**config.mk**
```make
export PLATFORM = sky130hd
export DESIGN_NAME = rx_drop_csr_bridge_flow_ctrl
export DESIGN_NICKNAME = d
export VERILOG_FILES = /design/src/logic/rx_drop_csr_pkg.sv /design/src/logic/rx_drop_csr_bridge_flow_ctrl.sv
export VERILOG_INCLUDE_DIRS = /design/src /design/src/logic
export SDC_FILE = /design/constraint.sdc
export NUM_CORES = 1
export LEC_CHECK = 0
export ABC_AREA = 1
export BUFFER_PORTS_ARGS = -buffer_cell sky130_fd_sc_hd__buf_4
export CORE_AREA = 2 2 149 151
export CTS_CLUSTER_SIZE = 30
export DETAILED_ROUTE_END_ITERATION = 12
export DIE_AREA = 0 0 151 153
export PLACE_DENSITY = 0.78
export SYNTH_ARGS = -nofsm -noshare
export SYNTH_HDL_FRONTEND = slang
export SYNTH_SLANG_ARGS = --single-unit
```
**constraint.sdc**
```tcl
create_clock -name clk -period 9.1 [get_ports clk]
set_input_delay 0 -clock clk [delete_from_list [all_inputs] [get_ports clk]]
set_output_delay 0 -clock clk [all_outputs]
set_load 0.005 [all_outputs]
```
**src/logic/rx_drop_csr_regs.svh**
```systemverilog
`ifndef RX_DROP_CSR_REGS_SVH
`define RX_DROP_CSR_REGS_SVH
`define OFS_DROPPED_FRAME_COUNT 8'ha0
`define OFS_MAC_BRIDGE_COMMAND  8'ha4
`define OFS_MAC_BRIDGE_DATA     8'ha8
`define OFS_AUTO_THROTTLE_CFG   8'hac
`define BIT_BRIDGE_BUSY         31
`define BIT_READ_WRITE_SELECT   30
`define TALLY_MIDPOINT_LO       32'h7fff_ffff
`define RST_WORD                32'h0000_0000
`define JAM_EXTRA_10M_NS        2200
`define CLK_PERIOD_NS           10
`define JAM_EXTRA_10M_CYC       (`JAM_EXTRA_10M_NS / `CLK_PERIOD_NS)
`define FILL_UNIT_BYTES         64
`endif

```
**src/logic/rx_drop_csr_pkg.sv**
```systemverilog
package rx_drop_csr_pkg;
   typedef struct packed {
      logic [7:0] fill_high_mark;
      logic [7:0] fill_low_mark;
      logic [3:0] jam_duration;
      logic       jam_on_group_frames;
      logic       jam_on_everyone_frames;
      logic       jam_on_own_frames;
      logic       throttle_on_every_frame;
   } throttle_cfg_s;

   typedef struct packed {
      logic       valid;
      logic       is_group;
      logic       is_everyone;
      logic       is_own;
   } rx_frame_s;

   typedef struct packed {
      logic       req;
      logic       read;
      logic [7:0] addr;
      logic [31:0] wdata;
   } mac_req_s;

   typedef enum logic [1:0] {
      BR_IDLE,
      BR_WAIT
   } bridge_state_e;
endpackage : rx_drop_csr_pkg

```
**src/logic/rx_drop_csr_bridge_flow_ctrl.sv**
```systemverilog
// Decided for this implementation: the address-and-strobe port.
`timescale 1ns/1ps
`include "rx_drop_csr_regs.svh"

// Overview of operation
// - 32-bit dropped frame tally, reset zero
// - reading tally returns count, clears it
// - event pulse on 7FFFFFFF to 80000000 step
// - host writes busy one to start access
// - busy held until MAC done, self-clears
// - command bit 30: one read, zero write
// - command bits 7:0 select MAC register
// - data register feeds writes, catches reads
// - no pause or jam while transmitter off
// - high mark in 64-byte fill units
// - full duplex: one pause at high mark, only with the any-frame enable set
// - half duplex: matching frames jammed for duration
// - low mark: zero-time pause below it
// - zero pause only after earlier high pause
// - jam duration table, 10M adds 2.2us
// - per-type enables: jam matching frames in half duplex, also gate the zero pause in full duplex
// - any-frame enable overrides per-type enables
module rx_drop_csr_bridge_flow_ctrl (
   input  wire logic                          clk,
   input  wire logic                          sys_rst,
   input  wire logic [7:0]                    reg_addr,
   input  wire logic [31:0]                   reg_wdata,
   input  wire logic                          reg_wr,
   input  wire logic                          reg_rd,
   output logic      [31:0]                   reg_rdata,
   input  wire logic                          frame_dropped,
   output logic                              tally_midpoint_event,
   output rx_drop_csr_pkg::mac_req_s          mac_req,
   input  wire logic                          mac_done,
   input  wire logic [31:0]                   mac_rdata,
   input  wire logic [15:0]                   pause_time_value,
   input  wire logic [13:0]                   rx_fifo_used_bytes,
   input  wire rx_drop_csr_pkg::rx_frame_s    rx_frame,
   input  wire logic                          full_duplex,
   input  wire logic                          speed_10m,
   input  wire logic                          tx_enabled,
   output logic                              pause_send,
   output logic      [15:0]                   pause_send_time,
   output logic                              jam_active
);
   logic [31:0] tally_q, tally_d;
   logic        busy_q;
   logic        rw_sel_q;
   logic [7:0]  mac_addr_q;
   logic [31:0] data_q;
   logic        req_q;
   rx_drop_csr_pkg::throttle_cfg_s cfg_q;
   rx_drop_csr_pkg::bridge_state_e st_q;
   logic        paused_q;
   logic        above_q;
   logic [15:0] jam_cnt_q;
   logic [31:0] rdata_q;
   logic        mid_q;
   logic        pause_q;
   logic [15:0] pause_time_q;

   wire sel_tally = reg_addr == `OFS_DROPPED_FRAME_COUNT;
   wire sel_cmd   = reg_addr == `OFS_MAC_BRIDGE_COMMAND;
   wire sel_data  = reg_addr == `OFS_MAC_BRIDGE_DATA;
   wire sel_cfg   = reg_addr == `OFS_AUTO_THROTTLE_CFG;

   wire tally_clr = reg_rd & sel_tally;
   // a drop in the same cycle as the clearing read is counted into the fresh tally
   wire [31:0] tally_base = tally_clr ? `RST_WORD : tally_q;
   wire [31:0] tally_inc  = tally_base + 32'h0000_0001;
   assign tally_d = frame_dropped ? tally_inc : tally_base;
   wire mid_hit = frame_dropped & ~tally_clr & (tally_q == `TALLY_MIDPOINT_LO);

   wire start = reg_wr & sel_cmd & reg_wdata[`BIT_BRIDGE_BUSY] & ~busy_q;
   // writes to command or data while busy are dropped, protecting the access in flight
   wire cmd_wr  = reg_wr & sel_cmd & ~busy_q;
   wire data_wr = reg_wr & sel_data & ~busy_q;

   wire [31:0] cmd_word = {busy_q, rw_sel_q, 22'h00_0000, mac_addr_q};
   wire [31:0] cfg_word = {8'h00, cfg_q.fill_high_mark, cfg_q.fill_low_mark, cfg_q.jam_duration,
                           cfg_q.jam_on_group_frames, cfg_q.jam_on_everyone_frames,
                           cfg_q.jam_on_own_frames, cfg_q.throttle_on_every_frame};
   wire [31:0] rd_mux = sel_tally ? tally_q :
                        sel_cmd   ? cmd_word :
                        sel_data  ? data_q :
                        sel_cfg   ? cfg_word : `RST_WORD;

   // fill level in 64-byte units
   wire [7:0] fill_units = 8'(rx_fifo_used_bytes / 14'(`FILL_UNIT_BYTES));
   wire at_high = (cfg_q.fill_high_mark != 8'h00) & (fill_units >= cfg_q.fill_high_mark);
   wire below_low = fill_units < cfg_q.fill_low_mark;

   wire any_en  = cfg_q.throttle_on_every_frame;
   wire type_en = cfg_q.jam_on_group_frames | cfg_q.jam_on_everyone_frames | cfg_q.jam_on_own_frames;
   wire fc_en   = any_en | type_en;

   // pause frames only in full duplex with transmitter running
   wire high_pause = tx_enabled & full_duplex & any_en & at_high & ~above_q;
   wire low_pause  = tx_enabled & full_duplex & fc_en & paused_q & below_low;

   wire frame_match = rx_frame.valid &
                      (any_en |
                       (cfg_q.jam_on_group_frames & rx_frame.is_group) |
                       (cfg_q.jam_on_everyone_frames & rx_frame.is_everyone) |
                       (cfg_q.jam_on_own_frames & rx_frame.is_own));
   wire jam_start = tx_enabled & ~full_duplex & at_high & frame_match;

   logic [15:0] jam_base_us;
   always_comb begin
      case (cfg_q.jam_duration)
         4'h0:    jam_base_us = 16'd5;
         4'h1:    jam_base_us = 16'd10;
         4'h2:    jam_base_us = 16'd15;
         4'h3:    jam_base_us = 16'd25;
         default: jam_base_us = 16'(({12'h000, cfg_q.jam_duration} - 16'd3) * 16'd50);
      endcase
   end
   // us to cycles at 100 MHz; wide product so a longer table entry saturates instead of wrapping
   wire [22:0] jam_cyc_full = 23'(jam_base_us) * 23'd100 +
                              (speed_10m ? 23'(`JAM_EXTRA_10M_CYC) : 23'h00_0000);
   wire [15:0] jam_load = (jam_cyc_full > 23'h00_ffff) ? 16'hffff : jam_cyc_full[15:0];

   always_ff @(posedge clk) begin
      if (sys_rst) begin
         tally_q  <= `RST_WORD;
         mid_q    <= 1'b0;
         rdata_q  <= `RST_WORD;
      end else begin
         tally_q  <= tally_d;
         mid_q    <= mid_hit;
         if (reg_rd) rdata_q <= rd_mux;
      end
   end

   always_ff @(posedge clk) begin
      if (sys_rst) begin
         st_q       <= rx_drop_csr_pkg::BR_IDLE;
         busy_q     <= 1'b0;
         req_q      <= 1'b0;
         rw_sel_q   <= 1'b0;
         mac_addr_q <= 8'h00;
         data_q     <= `RST_WORD;
      end else begin
         req_q <= 1'b0;
         if (cmd_wr) begin
            rw_sel_q   <= reg_wdata[`BIT_READ_WRITE_SELECT];
            mac_addr_q <= reg_wdata[7:0];
         end
         if (data_wr) data_q <= reg_wdata;
         case (st_q)
            rx_drop_csr_pkg::BR_IDLE: begin
               if (start) begin
                  busy_q <= 1'b1;
                  req_q  <= 1'b1;
                  st_q   <= rx_drop_csr_pkg::BR_WAIT;
               end
            end
            rx_drop_csr_pkg::BR_WAIT: begin
               if (mac_done) begin
                  if (rw_sel_q) data_q <= mac_rdata;
                  busy_q <= 1'b0;
                  st_q   <= rx_drop_csr_pkg::BR_IDLE;
               end
            end
            default: st_q <= rx_drop_csr_pkg::BR_IDLE;
         endcase
      end
   end

   always_ff @(posedge clk) begin
      if (sys_rst) begin
         cfg_q        <= '0;
         paused_q     <= 1'b0;
         above_q      <= 1'b0;
         jam_cnt_q    <= 16'h0000;
         pause_q      <= 1'b0;
         pause_time_q <= 16'h0000;
      end else begin
         if (reg_wr & sel_cfg) cfg_q <= reg_wdata[23:0];
         above_q <= at_high;
         pause_q <= high_pause | low_pause;
         if (high_pause) begin
            pause_time_q <= pause_time_value;
            paused_q     <= 1'b1;
         end else if (low_pause) begin
            pause_time_q <= 16'h0000;
            paused_q     <= 1'b0;
         end
         if (!tx_enabled) jam_cnt_q <= 16'h0000;
         else if (jam_start) jam_cnt_q <= jam_load;
         else if (jam_cnt_q != 16'h0000) jam_cnt_q <= jam_cnt_q - 16'h0001;
      end
   end

   assign reg_rdata            = rdata_q;
   assign tally_midpoint_event = mid_q;
   assign mac_req              = '{req: req_q, read: rw_sel_q, addr: mac_addr_q, wdata: data_q};
   assign pause_send           = pause_q;
   assign pause_send_time      = pause_time_q;
   assign jam_active           = jam_cnt_q != 16'h0000;
endmodule : rx_drop_csr_bridge_flow_ctrl

```
# [After elaboration in Yosys (flattened, before gate mapping)]
# Index checks and enable logic that the tools add are counted.
[classes] n_addsub=4 muxes=26 n_reduce_logical=11 n_lt_le_gt_ge=3 n_eq_ne=11 n_bitwise=38 mul=2
[op_table] op="$mux W32" n=9
[op_table] op="$mux W16" n=5
[op_table] op="$pmux W16 S4" n=1
[op_table] op="$add A32 B1 Y32 const B" n=1
[op_table] op="$eq A32 B31 Y1 const B" n=1
[op_table] op="$eq A8 B8 Y1 const B" n=4
[op_table] op="$and A1 B1 Y1" n=25
[op_table] op="$mux W24" n=1
[op_table] op="$add A23 B8 Y23" n=1
[op_table] op="$gt A23 B16 Y1 const B" n=1
[op_table] op="$mul A16 B5 Y21 const B" n=1
[op_table] op="$mul A16 B5 Y15 const B" n=1
[op_table] op="$reduce_bool A16 Y1" n=1
[op_table] op="$sub A16 B1 Y16 const B" n=1
[op_table] op="$eq A4 B2 Y1 const B" n=2
[op_table] op="$ge A8 B8 Y1" n=1
[op_table] op="$lt A8 B8 Y1" n=1
[op_table] op="$mux W8" n=1
[op_table] op="$reduce_bool A8 Y1" n=1
[op_table] op="$or A1 B1 Y1" n=7
[op_table] op="$not A1 Y1" n=6
[op_table] op="$reduce_bool A2 Y1" n=3
[op_table] op="$mux W1" n=5
[op_table] op="$sub A4 B2 Y5 const B" n=1
[op_table] op="11 further kinds" n=14
[word_totals] output_inout_bits=93 input_bits=115 register_bits=169 elab_cells=116

# [Longest topological paths before layout]
# Gate-level depths: netlist (run 1).
[logic_depth] depth_word=8 depth_mapped=42 mapped_depth_nobuf=42

# [Worst setup path after synthesis (run 1)]
# No wires, ideal clock.
[synth_timing] kind="reg-to-reg" from="reg cfg_q[4] (netlist name)" to="reg jam_cnt_q[12]" setup_time_ns=0.113 stages_incl_launch_ff=40 required_time_ns=8.987 arrival_ns=6.343 slack_ns=2.643 path_cell_list="dfxtp_1 > inv_1 > o21ai_0 > xor2_1 > inv_1 > ha_1 > inv_1 > fa_1 > inv_1 > fa_1 > ha_1 > a21oi_1 > o21ai_0 > inv_1 > nor2_1 > o21ai_0 > nand3_1 > o21ai_0 > (+4 left out) > inv_1 > ha_1 > nand2_1 > nand2_1 > nand3_1 > nand2_1 > a21oi_1 > nand3_1 > nand2_2 > nand2_1 > nor2_1 > nand2_1 > nand2_1 > nand2_1 > nor2_4 > nand2_4 > o21ai_1 > inv_1"
[synth_via] elab_chain_len=8
[synth_rtl] item="start, declared" line="rx_drop_csr_bridge_flow_ctrl.sv:52" text="rx_drop_csr_pkg::throttle_cfg_s cfg_q;"
[synth_rtl] item="start signal, assigned" line="rx_drop_csr_bridge_flow_ctrl.sv:179" text="if (reg_wr & sel_cfg) cfg_q <= reg_wdata[23:0];"
[synth_rtl] item="$sub A4 B2 Y5" line="rx_drop_csr_bridge_flow_ctrl.sv:115" text="default: jam_base_us = 16'(({12'h000, cfg_q.jam_duration} - 16'd3) * 16'd50);"
[synth_rtl] item="$mul A16 B5 Y15" line="rx_drop_csr_bridge_flow_ctrl.sv:115"
[synth_rtl] item="$pmux W16 S4 *" line="rx_drop_csr_bridge_flow_ctrl.sv:110" text="case (cfg_q.jam_duration)"
[synth_rtl] item="$mul A16 B5 Y21 *" line="rx_drop_csr_bridge_flow_ctrl.sv:119" text="wire [22:0] jam_cyc_full = 23'(jam_base_us) * 23'd100 +"
[synth_rtl] item="$add A23 B8 Y23 *" line="rx_drop_csr_bridge_flow_ctrl.sv:119"
[synth_rtl] item="$gt A23 B16 Y1" line="rx_drop_csr_bridge_flow_ctrl.sv:121" text="wire [15:0] jam_load = (jam_cyc_full > 23'h00_ffff) ? 16'hffff : jam_cyc_full[15:0];"
[synth_rtl] item="$mux W16 *" line="rx_drop_csr_bridge_flow_ctrl.sv:121"
[synth_rtl] item="$mux W16 *" line="rx_drop_csr_bridge_flow_ctrl.sv:190" text="else if (jam_start) jam_cnt_q <= jam_load;"
[synth_rtl] item="end signal, assigned" line="rx_drop_csr_bridge_flow_ctrl.sv:190"
[synth_rtl] item="end signal, assigned" line="rx_drop_csr_bridge_flow_ctrl.sv:191" text="else if (jam_cnt_q != 16'h0000) jam_cnt_q <= jam_cnt_q - 16'h0001;"
[synth_rtl] item="end, declared" line="rx_drop_csr_bridge_flow_ctrl.sv:56" text="logic [15:0] jam_cnt_q;"
# Every way passes the cells marked *; elsewhere a longest branch is shown, timed or not.
# A chain may end at the register's enable or synchronous reset.

# [Final worst setup path (run 1)]
[layout_timing] from="reg cfg_q[4] (netlist name)" to="reg jam_cnt_q[2]"
# The elaborated chain is that of the path after synthesis.

==> results of run 1 <==
## kinds of logic after synthesis
kind of cell	count (synthesis)	share of synthesized area, %
AND/OR/NAND/NOR	628	25.18
flip-flops	167	28.69
AO/OA/AOI/OAI	346	16.37
XOR/XNOR	29	2.180
adder cells (fa/ha/maj)	107	12.52
multiplexers	32	3.082
buffers and inverters	363	11.97
## registers in the layout (all words and copies together), names as in the netlist
signal,count
cfg_q,23
mac_addr_q,8
any_en,1
tally_midpoint_event,1
rw_sel_q,1
pause_send,1
req_q,1
jam_cnt_q,16
above_q,1
pause_send_time,16
paused_q,1
tally_q,32
data_q,32
reg_rdata,32
busy_q,1
## metrics by stage
stage          power [mW]  hold slack (ns)  worst slack (ns)
6_report            2.069          0.04428             1.596
2_1_floorplan       1.133          0.08996             2.643
5_1_grt             2.167          0.05991            0.9480
4_1_cts             2.065          0.02658             1.605
3_5_place_dp        1.264           0.2418             1.656
3_3_place_gp        1.252           0.2453             1.870
## path summary, 6_finish.rpt
path | end | slack, ns | depth (start not counted)
worst max register to register | jam_cnt_q[2]$_SDFFE_PP0P_ | 1.60 | 39
worst max-delay path | jam_cnt_q[2]$_SDFFE_PP0P_ | 1.60 | 39
worst min-delay path | jam_cnt_q[0]$_SDFFE_PP0P_ | 0.04 | 5
worst min register to register | mac_addr_q[7]$_SDFFE_PP0P_ | 0.47 | 2
## layout by cell type, fill, tap and decap left out, types with 7 or more instances in the layout
cell type      Yosys  layout
a21oi_1          150     150
a221oi_1           8       8
a41oi_1           16      16
buf_4              2     211
clkbuf_16          0      17
dfxtp_1          167     167
dlygate4sd3_1      0      85
fa_1              16      16
ha_1              91      91
inv_1            293     292
inv_2             12      13
mux2_2            31      31
nand2_1          308     308
nand2_2           24      24
nand3_1          109     109
nand3_2           10      10
nand4_1           16      16
nor2_1            90      90
nor2_2            11      11
nor2_4             8       8
nor3_1            27      25
nor4_1             8       8
o211ai_1          11      11
o21ai_0          105     105
o21ai_1           33      33
xnor2_1            7       7
xor2_1            22      22
## power by group
group          switching [mW]  internal (mW)  leakage, nW
registers              0.0243          0.766         1.35
logic                   0.287          0.216         5.49
clock network           0.326          0.450        0.302
## area by class of cell
type | instances | area (µm²)
Fill cell | 1811 | 6648
Sequential cell | 167 | 3343
Tap cell | 280 | 350.3
Inverter | 308 | 1159
Timing Repair Buffer | 296 | 2435
Clock buffer | 19 | 442.9
Multi-Input combinational cell | 1142 | 6923
Clock inverter | 13 | 185.2
## layer usage
metal	vias to the layer above	track usage (%)	wire (µm)
met2	457	53.20	17150
met4	0	14.46	1535
met5	-	0	0
li1	6003	-	-
met1	5623	34.07	13910
met3	114	6.328	2280
## worst min-delay path, delay by kind of cell
kind            cells  cell delay [ns]
compound gates      1             0.04
buf+inv             3             0.28
simple gates        1             0.11
==> impl_metrics.tcl, run 1 <==
set metrics [dict create \
    crit_path_start "cfg_q[4]$_SDFFE_PP0P_" \
    clkLatencyLatePin_ns 0.44 \
    die_x_um 151 \
    ant_nets 0 \
    syn_to_final_growth_pct 27.35 \
    synth-seq-cells 167 \
    status "finished, final reports clean" \
    slowest_delay_ns 0.51 \
    postSynthCellCount 1672 \
    drive_gt1_share_pct 18.35 \
    gp_congestion 0.8927 \
    reg2reg_from "cfg_q[4]$_SDFFE_PP0P_" \
    clk_pin_slew_worst_paths_ns 0.07 \
    cp-end-kind "flip-flop" \
    antenna_cells 0 \
    grt_pass1_vias 11820 \
    hp-class "input port to flip-flop" \
    dieHeight_um 153 \
    antenna_found_initial 0 \
    crit_arrival_ns 7.81 \
    grt_use_total_pct 30.06 \
    totalWireLength_mm 34.88 \
    cp_slowest_cell "fa_1" \
    maxCapViolations 0 \
    syn_nets 1894 \
    hold_buffers 85 \
    synth_top_area_share_pct 28.69 \
    yosys-top-cells-area "dfxtp_1 (29%), nand2_1 (9.9%), ha_1 (9.8%)" \
    grt_first_pass_wirelength_mm 56.02 \
    async_flop_share_pct 0 \
    fin_skew_ns 0.01456 \
    worstHoldStart "tx_enabled" \
    ys.flop_type "dfxtp_1" \
    power.leakage_nw 7.144 \
    avgRoutedWirePerCell_um 15.67 \
    place_hpwl_mm 25.32 \
    die-area_mm2 0.02310 \
    tightest_slew_ns 0.9184 \
    stdcell_area_mm2 0.01484 \
    utilization_pct 69.06 \
    relSlewSlack_pct 38.00 \
    cp-start-kind "flip-flop" \
    nets 2154 \
    finalNonFillerCells 2225 \
    grt_setup_unrepaired "false" \
    place_area_mm2 0.01336 \
    path_buf_inv 7 \
    cts_setup_buffers 0 \
    overflow 0 \
    setup_viol 0 \
    grt_max_degree 87 \
    h-tree-depth 4 \
    clock-sinks 167 \
    ys_seq_area_share_pct 28.69 \
    crit_family "adder cells" \
    clock_path_buffers 2 \
    yosysWarnings 0 \
    core-area_mm2 0.02149 \
    vdd_ir_drop_max_v 0.0001235 \
    setup_tns_ns 0 \
    fmax_ghz 0.1333 \
    critical_path_required_ns 9.40 \
    cts-resized-gates 0 \
    row_count 54 \
    synth_edf_count 0 \
    root_buffer "clkbuf_16" \
    dpl.cell_count 2108 \
    cts_tree "built" \
    drv_slew 0 \
    synth_top_area_cell "dfxtp_1" \
    min_period_over_period_pct 82.46 \
    worstSetupPathType "flip-flop to flip-flop" \
    synth_top_cells_by_count "nand2_1 (308), inv_1 (293), dfxtp_1 (167), a21oi_1 (150), nand3_1 (109)" \
    portBuffers 201 \
    cp_max_fo 9 \
    syn-cell-area_mm2 0.01165 \
    drt-vias-per-instance 5.482 \
    drt_iter0_markers 713 \
    yosysMostFrequentCell "nand2_1" \
    io_pins 208 \
    vias 12197 \
    start_util_pct 54.23 \
    synth_cell_type_count 56 \
    synth_area_per_cell_um2 6.968 \
    drt_pass1_iterations 8 \
    p_per_area_mw_per_mm2 139.4 \
    cts_buffers 17 \
    drc 0 \
    fin_crit_ns 7.504 \
    finalHoldViolCount 0 \
]
Note: power is estimated with default switching activity, not from simulation.
==> inputs of run 2 (changes only) <==
- clock period: 9.1 -> 7.33 ns (I/O delays scaled with it)
==> impl_metrics.tcl, run 2 (same netlist as run 1, synthesis figures left out) <==
set metrics [dict create \
    layout_common_cells "nand2_1 (307), inv_1 (291), buf_4 (214)" \
    cp-start-kind "flip-flop" \
    pwr-share-seq_pct 38.6 \
    ant_nets 0 \
    fin_skew_ns 0.01246 \
    pre_cts_ws_ns 0.2205 \
    clk_pin_slew_worst_paths_ns 0.07 \
    tightest_slew_ns 0.8993 \
    drv_slew 0 \
    setup_viol 0 \
    comb_power_share_pct 24.4 \
    critical_path_required_ns 7.66 \
    finalNonFillerCells 2228 \
    switching_power_mw 0.8014 \
    nets 2157 \
    antenna_cells 0 \
    dieHeight_um 153 \
    portBuffers 201 \
    grt_pass1_vias 11972 \
    power.leakage_nw 7.161 \
    p_per_area_mw_per_mm2 170.7 \
    status "finished, final reports clean" \
    row_count 54 \
    vdd_ir_drop_max_v 0.0001380 \
    setup_ws_ns 0.5782 \
    die-area_mm2 0.02310 \
    intPower_mw 1.739 \
    clkLatencyLatePin_ns 0.44 \
    cp_max_fo 9 \
    drive_gt1_share_pct 19.15 \
    drt_pass1_iterations 5 \
    totalWireLength_mm 35.89 \
    grt_first_pass_wirelength_mm 57.81 \
    syn_to_final_growth_pct 27.74 \
    clock-sinks 167 \
    hp-class "input port to flip-flop" \
    cp_slowest_cell "fa_1" \
    dpl.cell_count 2111 \
    cp-end-kind "flip-flop" \
    swShare_pct 31.55 \
    gp_congestion 0.9295 \
    drc 0 \
    fmax_ghz 0.1481 \
    crit_arrival_ns 7.08 \
    avgRoutedWirePerCell_um 16.11 \
    worstSetupPathType "flip-flop to flip-flop" \
    io_pins 208 \
    path_common_cell "inv_1" \
    cts_buffers 17 \
    antenna_found_initial 0 \
    maxCapViolations 0 \
    total_power_mw 2.540 \
    h-tree-depth 4 \
    clock_path_buffers 2 \
    layout_commonest_cell "nand2_1" \
    die_x_um 151 \
    num-fill-cells 1780 \
    grt_max_degree 71 \
    relSlewSlack_pct 39.87 \
    finalHoldViolCount 0 \
    drt-vias-per-instance 5.493 \
    fin_crit_ns 6.752 \
    place_hpwl_mm 26.41 \
    grt_use_total_pct 31.26 \
    clock_power_share_pct 37.1 \
    overflow 0 \
    vias 12238 \
    start_util_pct 54.23 \
    slowest_delay_ns 0.52 \
    cts_tree "built" \
    utilization_pct 69.27 \
    min_period_over_period_pct 92.11 \
    root_buffer "clkbuf_16" \
    core-area_mm2 0.02149 \
    drt_iter0_markers 795 \
    path_buf_inv 9 \
    cts_setup_buffers 0 \
    crit_family "adder cells" \
]
[run 2: cell count changes in the layout (fill, tap and decap cells not counted), moves of 2 or more]
cell / delta
a21oi_1: -3
a21oi_2: +3
buf_4: +3
o21ai_0: -3
nor3_1: -2
nor3_2: +2
o21ai_2: +2
[run 2: power groups by stage]
stage,registers [mW],clock network (mW),logic [mW]
2_1_floorplan,0.995,0,0.411
3_3_place_gp,0.999,0,0.560
3_5_place_dp,0.999,0,0.573
4_1_cts,0.980,0.948,0.612
5_1_grt,0.985,0.988,0.691
6_report,0.980,0.941,0.619
[run 2: path summary, 6_finish.rpt]
path	cells after the start	end	slack [ns]	from
setup / recovery	39	jam_cnt_q[11]$_SDFFE_PP0P_	0.58	cfg_q[5]$_SDFFE_PP0P_
hold / removal	5	jam_cnt_q[0]$_SDFFE_PP0P_	0.03	tx_enabled
setup reg to reg	39	jam_cnt_q[11]$_SDFFE_PP0P_	0.58	cfg_q[5]$_SDFFE_PP0P_
hold reg to reg	2	reg_rdata[31]$_SDFFE_PP0P_	0.47	reg_rdata[31]$_SDFFE_PP0P_
[run 2: layout make-up]
cell class	instances	area, µm²	area share [%]
Clock inverter	15	187.7	1.261
Clock buffer	17	425.4	2.858
Multi-Input combinational cell	1142	6959	46.76
Sequential cell	167	3344	22.47
Tap cell	280	350.3	2.354
Inverter	308	1159	7.785
Timing Repair Buffer	299	2457	16.51
[run 2: repair_timing]
| action | 4_1_cts | 5_1_grt |
|---|---|---|
| resized for setup | 0 | 15 |
| endpoints found under the setup margin | 0 | 16 |
| endpoints found under the hold margin | 88 | 0 |
| hold buffers | 85 | 0 |
[run 2: per-stage QoR]
stage / hold WS (ns) / area (µm²) / setup TNS (ns)
2_1_floorplan: 0.08996 / 11650 / 0
3_3_place_gp: 0.2433 / 13380 / 0
3_5_place_dp: 0.2484 / 13380 / 0
4_1_cts: 0.01539 / 14850 / 0
5_1_grt: 0.06902 / 14880 / -0.006133
6_report: 0.03278 / 14880 / 0
[run 2: worst reg2reg max path, delay by kind of cell (launching register included)]
family                     cells  cell delay [ns]
buffers and inverters          9             0.65
xor gates and xnor gates       1             0.22
DFF                            1             0.38
AOI/OAI and AO/OA              4             0.57
and+or+nand+nor               17             1.98
adders and majority gates      8             2.86
[run 2: layer usage]
| metal | up-vias | wire length (µm) | part of all wire [%] | global-route usage, % |
|---|---|---|---|---|
| met2 | 423 | 17950 | 50 | 56.00 |
| met5 | - | 0 | 0 | 0 |
| met3 | 101 | 2289 | 6.4 | 6.418 |
| li1 | 6001 | - | - | - |
| met1 | 5713 | 14200 | 40 | 35.53 |
| met4 | 0 | 1452 | 4.0 | 13.62 |
==> inputs of run 3 (changes only) <==
==> constraint.sdc (replaced) <==
create_clock -name clk -period 7.33 [get_ports clk]
set_input_delay 1.466 -clock clk [delete_from_list [all_inputs] [get_ports clk]]
set_output_delay 1.466 -clock clk [all_outputs]
set_load 0.005 [all_outputs]
==> impl_metrics.tcl, run 3 (same netlist as run 1, synthesis figures left out) <==
set metrics [dict create \
    status "finished, final reports clean" \
    cts_setup_buffers 0 \
    fin_crit_ns 6.744 \
    ant_nets 0 \
    cp-start-kind "flip-flop" \
    nets 2073 \
    tightest_slew_ns 0.9358 \
    utilization_pct 65.08 \
    maxCapViolations 0 \
    cts_buffers 17 \
    grt_max_degree 65 \
    die_x_um 151 \
    drt-vias-per-instance 5.460 \
    hp-class "flip-flop to flip-flop" \
    regToRegSetupSlack_ns 0.59 \
    antenna_found_initial 0 \
    critical_path_required_ns 7.64 \
    drv_slew 0 \
    overflow 0 \
    cp-end-kind "flip-flop" \
    portBuffers 201 \
    slowest_delay_ns 0.49 \
    layout_common_cells "nand2_1 (308), inv_1 (291), buf_4 (215)" \
    syn_to_final_growth_pct 20.02 \
    grt_use_total_pct 29.00 \
    avgRoutedWirePerCell_um 15.44 \
    antenna_cells 0 \
    io_pins 208 \
    place_hpwl_mm 25.72 \
    relSlewSlack_pct 37.43 \
    grt_pass1_vias 11327 \
    fmax_ghz 0.1483 \
    die-area_mm2 0.02310 \
    p_per_area_mw_per_mm2 176.4 \
    fin_skew_ns 0.01247 \
    cp_max_fo 9 \
    worstSetupPathType "flip-flop to flip-flop" \
    h-tree-depth 4 \
    cp_slowest_cell "fa_1" \
    row_count 54 \
    vdd_ir_drop_max_v 0.0001648 \
    gp_congestion 0.8960 \
    dieHeight_um 153 \
    hold_buffers 0 \
    drive_gt1_share_pct 19.53 \
    drt_pass1_iterations 6 \
    core-area_mm2 0.02149 \
    clkLatencyLatePin_ns 0.44 \
    vias 11706 \
    crit_arrival_ns 7.05 \
    min_period_over_period_pct 92.00 \
    setup_tns_ns 0 \
    totalWireLength_mm 33.10 \
    cts_tree "built" \
    layout_commonest_cell "nand2_1" \
    power.leakage_nw 6.814 \
    setup_viol 0 \
    finalHoldViolCount 0 \
    clock_path_buffers 2 \
    drt_iter0_markers 705 \
    path_common_cell "nand2_1" \
    grt_setup_unrepaired "false" \
    drc 0 \
    clock-sinks 167 \
    root_buffer "clkbuf_16" \
    grt_first_pass_wirelength_mm 53.97 \
    clk_pin_slew_worst_paths_ns 0.07 \
    start_util_pct 54.23 \
]
[run 3: through the flow]
stage          power, mW  cell area [µm²]  hold slack (ns)  cells  setup WS, ns
2_1_floorplan      1.406            11650           0.4389   1672        0.8735
3_3_place_gp       1.554            13390           0.4483   2112        0.5023
3_5_place_dp       1.577            13390           0.4528   2112        0.2964
4_1_cts            2.466            13970           0.4627   2144        0.2770
5_1_grt            2.585            13980           0.4850   2144       0.04863
6_report           2.466            13980           0.4619   2144        0.5865
[run 3: report_power, final]
| part | switching, mW | internal, mW | total, mW |
|---|---|---|---|
| Combinational | 0.349 | 0.242 | 0.591 |
| Sequential | 0.0297 | 0.952 | 0.981 |
| Clock | 0.393 | 0.501 | 0.894 |
| Total | 0.771 | 1.70 | 2.47 |
[run 3: layer usage]
metal  vias up  wire (µm)  global-route usage, %
li1       5826          -                      -
met1      5381      13010                  33.90
met2       432      16580                  52.12
met3        67       2473                  5.552
met4         0       1034                  10.68
met5         -          0                      0
[run 3: final timing paths]
path	startpoint	endpoint	cells past startpoint
setup / recovery	cfg_q[4]$_SDFFE_PP0P_	jam_cnt_q[6]$_SDFFE_PP0P_	39
hold / removal	mac_addr_q[2]$_SDFFE_PP0P_	mac_addr_q[2]$_SDFFE_PP0P_	2
setup reg to reg	cfg_q[4]$_SDFFE_PP0P_	jam_cnt_q[6]$_SDFFE_PP0P_	39
hold reg to reg	mac_addr_q[2]$_SDFFE_PP0P_	mac_addr_q[2]$_SDFFE_PP0P_	2
[run 3: critical path, delay by kind of cell (launching register included)]
kind                     cells  cell delay [ns]
buffers and inverters        7             0.53
XOR/XNOR                     1             0.19
adder cells (fa/ha/maj)      8             2.78
AO/OA/AOI/OAI                7             1.10
AND/OR/NAND/NOR             16             1.58
flip-flops                   1             0.43
[run 3: area by class of cell]
class                   count  area [µm²]
fillers                  1935        7502
multi-input cells        1142        6933
flip-flops and latches    167        3343
repair buffers            215        1614
inverters                 308        1159
clock buffers              21       470.5
well taps                 280       350.3
clock inverters            11       113.9
[run 3: repair_timing]
action / CTS / global route
endpoints found under the setup margin: 0 / 16
hold endpoints to repair: 0 / 0
resized for setup: 0 / 7
